===== config.mk =====
export PLATFORM = sky130hd
export DESIGN_NAME = ths_track_hold_sequencer
export DESIGN_NICKNAME = d
export VERILOG_FILES = /design/src/rtl/ths_pkg.sv /design/src/rtl/ths_track_hold_sequencer.sv /design/src/rtl/ths_sync.sv
export SDC_FILE = /design/constraint.sdc
export NUM_CORES = 1
export LEC_CHECK = 0
export ABC_CLOCK_PERIOD_IN_PS = 2600
export BUFFER_PORTS_ARGS = -buffer_cell sky130_fd_sc_hd__buf_2
export CAP_MARGIN = 10
export CORE_MARGIN = 4
export CORE_UTILIZATION = 49
export DETAILED_ROUTE_END_ITERATION = 6
export GPL_ROUTABILITY_DRIVEN = 0
export PLACE_DENSITY = 0.86
export SYNTH_ARGS = -nofsm -noshare
export SYNTH_HDL_FRONTEND = slang
export SYNTH_SLANG_ARGS = --single-unit

===== constraint.sdc =====
create_clock -name clk -period 2.6 [get_ports clk]
set_input_delay 0.39 -clock clk [delete_from_list [all_inputs] [get_ports clk]]
set_output_delay 0.39 -clock clk [all_outputs]
set_load 0.01 [all_outputs]

===== src/rtl/ths_pkg.sv =====
// Shared constants for the track/hold sequencer block.
// Assumes a 32-bit classic Wishbone slave port and a 50 MHz clock.
package ths_pkg;

	// ----------------------------------------------------------------
	// Register offsets (byte addresses)
	// ----------------------------------------------------------------
	localparam logic [7:0] THS_CTRL_OFS   = 8'h00;
	localparam logic [7:0] THS_COUNT_OFS  = 8'h04;
	localparam logic [7:0] THS_STATUS_OFS = 8'h08;

	// ----------------------------------------------------------------
	// Control field positions
	// ----------------------------------------------------------------
	localparam int THS_OPSEL_LSB  = 0;
	localparam int THS_SRCSEL_LSB = 2;
	localparam int THS_FWDSEL_LSB = 4;
	localparam int THS_SIMPLE_BIT = 6;

	// ----------------------------------------------------------------
	// Status field positions
	// ----------------------------------------------------------------
	localparam int THS_ST_HOLD_BIT  = 0;
	localparam int THS_ST_CTR_BIT   = 1;
	localparam int THS_ST_BUS_BIT   = 2;
	localparam int THS_ST_CNT_LSB   = 8;

	// ----------------------------------------------------------------
	// Reset values
	// ----------------------------------------------------------------
	localparam logic [6:0] THS_CTRL_RST  = 7'h00;
	localparam logic [7:0] THS_COUNT_RST = 8'h00;

	// Select codes
	localparam logic [1:0] THS_OP_OFF      = 2'h0;
	localparam logic [1:0] THS_OP_SINGLE   = 2'h1;
	localparam logic [1:0] THS_OP_INTERVAL = 2'h2;
	localparam logic [1:0] THS_SRC_COUNTER = 2'h0;
	localparam logic [1:0] THS_SRC_PIN     = 2'h1;
	localparam logic [1:0] THS_SRC_BUS     = 2'h2;
	localparam logic [1:0] THS_FWD_NONE    = 2'h0;
	localparam logic [1:0] THS_FWD_HOST    = 2'h1;
	localparam logic [1:0] THS_FWD_BUS     = 2'h2;

	typedef enum logic [0:0] {
		THS_TRACK,
		THS_HOLD
	} ths_state_type;

endpackage


===== src/rtl/ths_track_hold_sequencer.sv =====
// Track/hold sequencer: picks the control source, forwards it, and drives
// the track/hold state with a scan-entry hold counter.
// Assumes a classic Wishbone master on clk and asynchronous pin inputs.
// Select changes in mid-scan are not filtered: a source swap can
// look like a rising edge, so software reprograms while idle.
//
// The implementer's own choices: the register offsets and register access over Wishbone.
module ths_track_hold_sequencer
	import ths_pkg::*;
#(
	parameter int CNT_W = 8
) (
	input  wire logic        clk,
	input  wire logic        reset,
	input  wire logic        wb_cyc_i,
	input  wire logic        wb_stb_i,
	input  wire logic        wb_we_i,
	input  wire logic [7:0]  wb_adr_i,
	input  wire logic [3:0]  wb_sel_i,
	input  wire logic [31:0] wb_dat_i,
	output logic      [31:0] wb_dat_o,
	output logic             wb_ack_o,
	input  wire logic        host_counter_two_output_i,
	output logic             host_counter_two_output_o,
	output logic             host_counter_two_output_oe_n,
	input  wire logic        external_hold_trigger_pin_i,
	output logic             external_hold_trigger_pin_o,
	output logic             external_hold_trigger_pin_oe_n,
	input  wire logic        backplane_trigger_bus_i,
	output logic             backplane_trigger_bus_o,
	output logic             backplane_trigger_bus_oe_n,
	input  wire logic        scan_enable_i,
	input  wire logic        scan_interval_end_i,
	output logic             hold_o
);
	import ths_pkg::*;

	// ----------------------------------------------------------------
	// Decode helpers
	// ----------------------------------------------------------------
	// Field compare, shared by the three select decoders
	function automatic logic code_is(
		input logic [1:0] field,
		input logic [1:0] code
	);
		return field == code;
	endfunction

	// Address match, shared by the read mux and the write strobes
	function automatic logic adr_hit(
		input logic [7:0] adr,
		input logic [7:0] ofs
	);
		return adr == ofs;
	endfunction

	// One-cycle rise of a synchronised level against its last value
	function automatic logic rose(
		input logic now,
		input logic last
	);
		return now && !last;
	endfunction

	// ----------------------------------------------------------------
	// Registers
	// ----------------------------------------------------------------
	logic [6:0]       ctrl_q;
	logic [CNT_W-1:0] count_q;
	logic [CNT_W-1:0] entries_q;
	ths_state_type    state_q;
	ths_state_type    state_d;
	logic [CNT_W-1:0] entries_d;
	logic             ctl_prev_q;
	logic             en_prev_q;
	logic             end_prev_q;

	// ----------------------------------------------------------------
	// Input synchronisers
	// ----------------------------------------------------------------
	logic [4:0] sync_w;

	ths_sync #(.WIDTH(5)) u_sync (
		.clk      (clk),
		.reset    (reset),
		.async_in ({scan_interval_end_i, scan_enable_i,
		            backplane_trigger_bus_i, external_hold_trigger_pin_i,
		            host_counter_two_output_i}),
		.sync_out (sync_w)
	);

	// ----------------------------------------------------------------
	// Decode
	// ----------------------------------------------------------------
	wire [1:0] opsel_w  = ctrl_q[THS_OPSEL_LSB +: 2];
	wire [1:0] srcsel_w = ctrl_q[THS_SRCSEL_LSB +: 2];
	wire [1:0] fwdsel_w = ctrl_q[THS_FWDSEL_LSB +: 2];
	wire       simple_w = ctrl_q[THS_SIMPLE_BIT];

	// ----------------------------------------------------------------
	// Operation decode
	// ----------------------------------------------------------------
	wire op_single_w   = code_is(opsel_w, THS_OP_SINGLE);
	wire op_interval_w = code_is(opsel_w, THS_OP_INTERVAL);
	wire active_w      = op_single_w || op_interval_w;

	// ----------------------------------------------------------------
	// Source decode
	// ----------------------------------------------------------------
	// Pin source refused with the simple host variant
	wire src_pin_w = code_is(srcsel_w, THS_SRC_PIN) && !simple_w;
	wire src_bus_w = code_is(srcsel_w, THS_SRC_BUS);
	wire src_ctr_w = !src_pin_w && !src_bus_w;

	// Each source reads its own line: bus from sync bit 2, pin from bit 1, counter from bit 0
	wire ctl_w = src_bus_w ? sync_w[2] :
	             src_pin_w ? sync_w[1] : sync_w[0];

	// ----------------------------------------------------------------
	// Forward decode
	// ----------------------------------------------------------------
	wire fwd_h_sel_w = code_is(fwdsel_w, THS_FWD_HOST);
	wire fwd_b_sel_w = code_is(fwdsel_w, THS_FWD_BUS);
	wire fwd_host_w  = active_w &&
		(src_pin_w || (fwd_h_sel_w && !src_ctr_w));
	wire fwd_pin_w   = active_w && fwd_h_sel_w && !src_pin_w;
	// Single bus driver is software's duty; no arbitration here
	wire fwd_bus_w   = active_w && fwd_b_sel_w && !src_bus_w;

	// ----------------------------------------------------------------
	// Edge detect and hold entry count
	// ----------------------------------------------------------------
	wire rise_w     = rose(ctl_w, ctl_prev_q);
	wire en_rise_w  = rose(sync_w[3], en_prev_q);
	wire end_rise_w = rose(sync_w[4], end_prev_q);
	wire [CNT_W-1:0] next_ent_w = entries_q + {{(CNT_W-1){1'b0}}, 1'b1};
	// Count register holds n-1 so eight bits reach 256
	wire count_done_w = en_rise_w && (entries_q == count_q);

	// ----------------------------------------------------------------
	// Track/hold sequencing
	// ----------------------------------------------------------------
	always_comb begin
		state_d   = state_q;
		entries_d = entries_q;
		case (opsel_w)
			THS_OP_SINGLE: begin
				state_d   = ctl_w ? THS_HOLD : THS_TRACK;
				entries_d = '0;
			end
			THS_OP_INTERVAL: begin
				case (state_q)
					THS_TRACK: begin
						if (rise_w) begin
							state_d   = THS_HOLD;
							entries_d = '0;
						end
					end
					THS_HOLD: begin
						if (simple_w) begin
							if (end_rise_w)
								state_d = THS_TRACK;
						end else if (count_done_w) begin
							state_d   = THS_TRACK;
							entries_d = '0;
						end else if (en_rise_w) begin
							entries_d = next_ent_w;
						end
					end
					default: state_d = THS_TRACK;
				endcase
			end
			default: begin
				state_d   = THS_TRACK;
				entries_d = '0;
			end
		endcase
	end

	always_ff @(posedge clk or posedge reset) begin
		if (reset) begin
			state_q   <= THS_TRACK;
			entries_q <= '0;
		end else begin
			state_q   <= state_d;
			entries_q <= entries_d;
		end
	end

	// ----------------------------------------------------------------
	// Edge history
	// ----------------------------------------------------------------
	// Cleared to the idle level of every line, so no false edge at reset
	always_ff @(posedge clk or posedge reset) begin
		if (reset) begin
			ctl_prev_q <= 1'b0;
			en_prev_q  <= 1'b0;
			end_prev_q <= 1'b0;
		end else begin
			ctl_prev_q <= ctl_w;
			en_prev_q  <= sync_w[3];
			end_prev_q <= sync_w[4];
		end
	end

	// ----------------------------------------------------------------
	// Pin drivers
	// ----------------------------------------------------------------
	localparam int N_PIN = 3;
	// Index 0 host counter line, 1 external pin, 2 backplane line
	logic [N_PIN-1:0] pin_en_w;
	logic             pin_o_q    [N_PIN];
	logic             pin_oe_n_q [N_PIN];

	assign pin_en_w = {fwd_bus_w, fwd_pin_w, fwd_host_w};

	always_ff @(posedge clk or posedge reset) begin
		if (reset)
			hold_o <= 1'b0;
		else
			hold_o <= (state_d == THS_HOLD);
	end

	// Every line carries the control level; oe_n alone picks drivers
	for (genvar gi = 0; gi < N_PIN; gi++) begin : g_pin
		always_ff @(posedge clk or posedge reset) begin
			if (reset) begin
				pin_o_q[gi]    <= 1'b0;
				pin_oe_n_q[gi] <= 1'b1;
			end else begin
				pin_o_q[gi]    <= ctl_w;
				pin_oe_n_q[gi] <= !pin_en_w[gi];
			end
		end
	end

	assign host_counter_two_output_o      = pin_o_q[0];
	assign host_counter_two_output_oe_n   = pin_oe_n_q[0];
	assign external_hold_trigger_pin_o    = pin_o_q[1];
	assign external_hold_trigger_pin_oe_n = pin_oe_n_q[1];
	assign backplane_trigger_bus_o        = pin_o_q[2];
	assign backplane_trigger_bus_oe_n     = pin_oe_n_q[2];

	// ----------------------------------------------------------------
	// Wishbone slave, one wait state, ack drops after one cycle
	// ----------------------------------------------------------------
	wire req_w   = wb_cyc_i && wb_stb_i && !wb_ack_o;
	wire wr_w    = req_w && wb_we_i && wb_sel_i[0];
	wire hit_c_w = adr_hit(wb_adr_i, THS_CTRL_OFS);
	wire hit_n_w = adr_hit(wb_adr_i, THS_COUNT_OFS);
	wire hit_s_w = adr_hit(wb_adr_i, THS_STATUS_OFS);

	logic [31:0] status_w;

	// Fields placed by position so the layout lives in one place
	always_comb begin
		status_w                          = 32'h0000_0000;
		status_w[THS_ST_HOLD_BIT]         = hold_o;
		status_w[THS_ST_CTR_BIT]          = active_w &&
		                                    (src_pin_w || src_ctr_w);
		status_w[THS_ST_BUS_BIT]          = !backplane_trigger_bus_oe_n;
		status_w[THS_ST_CNT_LSB +: CNT_W] = entries_q;
	end

	wire [31:0] rdata_w = hit_c_w ? {25'h0, ctrl_q} :
	                      hit_n_w ? {{(32-CNT_W){1'b0}}, count_q} :
	                      hit_s_w ? status_w : 32'h0000_0000;

	// Answer path: ack and read data stand one cycle each
	always_ff @(posedge clk or posedge reset) begin
		if (reset) begin
			wb_ack_o <= 1'b0;
			wb_dat_o <= 32'h0000_0000;
		end else begin
			wb_ack_o <= req_w;
			wb_dat_o <= req_w ? rdata_w : 32'h0000_0000;
		end
	end

	// Register writes land on the taking edge
	always_ff @(posedge clk or posedge reset) begin
		if (reset) begin
			ctrl_q  <= THS_CTRL_RST;
			count_q <= CNT_W'(THS_COUNT_RST);
		end else begin
			if (wr_w && hit_c_w)
				ctrl_q <= wb_dat_i[6:0];
			if (wr_w && hit_n_w)
				count_q <= wb_dat_i[CNT_W-1:0];
		end
	end
endmodule


===== src/rtl/ths_sync.sv =====
// Two-flop synchroniser for levels entering the clk domain.
// Assumes the input is asynchronous to clk.
module ths_sync #(
	parameter int WIDTH = 1
) (
	input  wire logic             clk,
	input  wire logic             reset,
	input  wire logic [WIDTH-1:0] async_in,
	output logic      [WIDTH-1:0] sync_out
);
	logic [WIDTH-1:0] meta_q;

	always_ff @(posedge clk or posedge reset) begin
		if (reset) begin
			meta_q   <= '0;
			sync_out <= '0;
		end else begin
			meta_q   <= async_in;
			sync_out <= meta_q;
		end
	end
endmodule


==> out/metrics.yaml <==
clocking:
  tritoncts: "built"
  clkSlewWorstSetupHoldPaths_ns: 0.06
  hold_buffers: 0
  insertion_delay_ns: 0.33
  htreeDepth: 3
  clk_path_buf_depth: 2
  postCtsSetupBuffers: 0
  cts_resized: 0
  cts_buffers: 9
  cts_root_buf: "clkbuf_8"
  clkSinkCount: 57
final_layout:
  multi_input_comb_area_sq_um: 993
  drive_gt1_frac: 0.336
  seq_area_sq_mm: 0.00143
  final_common_cell: "dfrtp_1"
  final_cell_mix: "54 x dfrtp_1, 50 x buf_2, 16 x nor2_1, 16 x conb_1"
  final_nets: 329
  nFillCells: 420
  fin_util: 0.615
  antennaDiodeCount: 0
  syn2layout_area_growth_pct: 18.0
floorplanning:
  start_util: 0.522
  rows: 25
  die_h_um: 80.1
  dieArea_sq_mm: 0.00641
  io_pins: 94
  core_area_sq_mm: 0.00488
  die_w_um: 80.1
logic_synthesis:
  syn-cell-area_sq_mm: 0.00254
  yosysSeqAreaShare: 0.562
  synth-main-ff-cell: "dfrtp_1"
  synth_cell_type_count: 47
  ys_async_sr_fraction: 1.00
  synth_edf_count: 0
  synth_seq_cells: 57
  ys.warnings.count: 0
  avgSynthCellArea_sq_um: 11.7
  netlist_instances: 217
setup_path:
  start_kind: "flip-flop"
  path_class: "flip-flop to flip-flop"
  arrival_ns: 2.17
  worstPathMaxFanout: 7
  worst_ep_required_time_ns: 2.81
  rrSetupSlack_ns: 0.64
  endpoint_kind: "flip-flop"
global_route:
  grt_pass1_wl_um: 7840
  grt_usage: 0.164
  grt_pass1_vias: 1651
  grt_max_degree: 32
  antenna_found_initial: 0
  grt_overflow: 0
timing:
  setup_violations: 0
  fin_tns_setup_ns: 0
  slew_headroom: 0.518
  post-route-period-util: 0.756
  tightest_slew_ns: 0.722
  hold_viol: 0
  period_minus_slack_ns: 1.96
  slew_viol_final: 0
  fin_skew_ns: 0.00532
  rsz0062_at_grt: "no"
  max_freq_mhz: 509
power:
  switching_power_mw: 0.386
  netSwitchingFraction: 0.210
  vdd_ir_drop_max_mv: 0.380
  p_leak_nw: 1.53
  combPwrFrac: 0.046
  p_int_mw: 1.45
  p_clk_frac: 0.460
  power_density_mw_per_mm2: 612
  pwr-share-seq: 0.494
placed_design:
  dp_hpwl_um: 3540
  portBuffers: 50
detailed_routing:
  vias: 1729
  route.detailed.vias_per_inst: 5.03
  wl_per_cell_um: 13.9
  first_pass_iters: 4
  first_iter_violations: 116
  ant_nets: 0
  finalWirelength_um: 4800
  drc_errors: 0
outcome:
  outcome: "finished clean"
flow_run:
  maxCapViolCount: 0
worst_hold_path:
  hold_path_class: "primary input to async pin"
-- path summary, 6_finish.rpt --
kind                                                  start            endpoint  cells past startpoint
worst min-delay path                                  reset         wb_dat_o[4]                      2
worst max-delay path                               wb_ack_o           ctrl_q[4]                      4
min in group clk                external_hold_trigger_pin_i    u_sync.meta_q[1]                      1
worst max register to register                     wb_ack_o           ctrl_q[4]                      4
worst min register to register             u_sync.meta_q[1]  u_sync.sync_out[1]                      0
max in group asynchronous                             reset         wb_dat_o[3]                      3
-- Yosys cell counts, types with 2 or more instances --
master | number | area share
a21oi_1 | 5 | 0.0098
and2_1 | 8 | 0.020
and3_1 | 2 | 0.0049
buf_4 | 18 | 0.053
clkbuf_1 | 3 | 0.0044
dfrtp_1 | 54 | 0.53
dfstp_2 | 3 | 0.031
ha_1 | 3 | 0.015
inv_1 | 6 | 0.0088
mux2_2 | 15 | 0.066
mux2i_1 | 8 | 0.031
nand2_1 | 15 | 0.022
nand3_1 | 10 | 0.020
nand3b_1 | 2 | 0.0059
nor2_1 | 16 | 0.024
nor3b_1 | 3 | 0.0088
o21ai_0 | 2 | 0.0039
o311ai_0 | 5 | 0.017
or2_2 | 3 | 0.0074
or3_1 | 2 | 0.0049
xor2_1 | 8 | 0.028
-- cell families after synthesis --
kind of cell / after synthesis / share of synthesized area
multiplexers: 23 / 0.0978
adder cells (fa/ha/maj): 3 / 0.0148
other: 1 / 0.00147
AND/OR/NAND/NOR: 73 / 0.160
buffers and inverters: 29 / 0.0698
AO/OA/AOI/OAI: 23 / 0.0669
XOR/XNOR: 8 / 0.0275
flip-flops: 57 / 0.562
-- final cells by class --
cell class / count / area share
clock buffer: 14 / 0.0575
clock inverter: 2 / 0.0117
inverter: 6 / 0.00750
multi-input combinational: 146 / 0.331
sequential: 57 / 0.476
tap: 67 / 0.0279
timing repair buffer: 52 / 0.0883
-- metal layers --
| layer | GRT usage | part of all wire | up-vias |
|---|---|---|---|
| met5 | 0 | 0 | - |
| met4 | 0.0929 | 0.019 | 0 |
| met3 | 0.0516 | 0.077 | 7 |
| met2 | 0.248 | 0.46 | 61 |
| met1 | 0.208 | 0.44 | 829 |
| li1 | - | - | 832 |
-- through the flow --
stage / hold WS [ns] / area [sq um] / power (mW) / setup slack [ns] / cells
6_report: 0.146 / 3000 / 1.84 / 0.635 / 344
3_3_place_gp: 0.331 / 2800 / 1.00 / 0.306 / 328
3_5_place_dp: 0.336 / 2800 / 1.01 / 0.315 / 328
4_1_cts: 0.148 / 3000 / 1.86 / 0.636 / 344
2_1_floorplan: 0.331 / 2600 / 0.990 / 0.612 / 232
5_1_grt: 0.149 / 3000 / 1.92 / 0.517 / 344
-- sequential cells by signal, indices dropped and copies added, names as in the netlist --
register,count
backplane_trigger_bus_o,1
backplane_trigger_bus_oe_n,1
count_q,8
ctrl_q,7
en_prev_q,1
end_prev_q,1
entries_q,8
external_hold_trigger_pin_oe_n,1
hold_o,1
host_counter_two_output_oe_n,1
u_sync.meta_q,5
u_sync.sync_out,5
wb_ack_o,1
wb_dat_o,16
-- worst max-delay path, cell delays in order (launching register included) --
cell       delay [ns]
dfrtp_1          0.38
nand4bb_2        0.30
or2_0            0.37
nor3_4           0.41
mux2_2           0.39
-- power by group through the flow --
stage          Clock (mW)  Sequential (mW)  Combinational (mW)
2_1_floorplan           0            0.922              0.0678
3_3_place_gp            0            0.922              0.0824
3_5_place_dp            0            0.923              0.0843
4_1_cts             0.865            0.908              0.0846
5_1_grt             0.920            0.908              0.0945
6_report            0.846            0.907              0.0839
(Power assumes the default switching activity.)
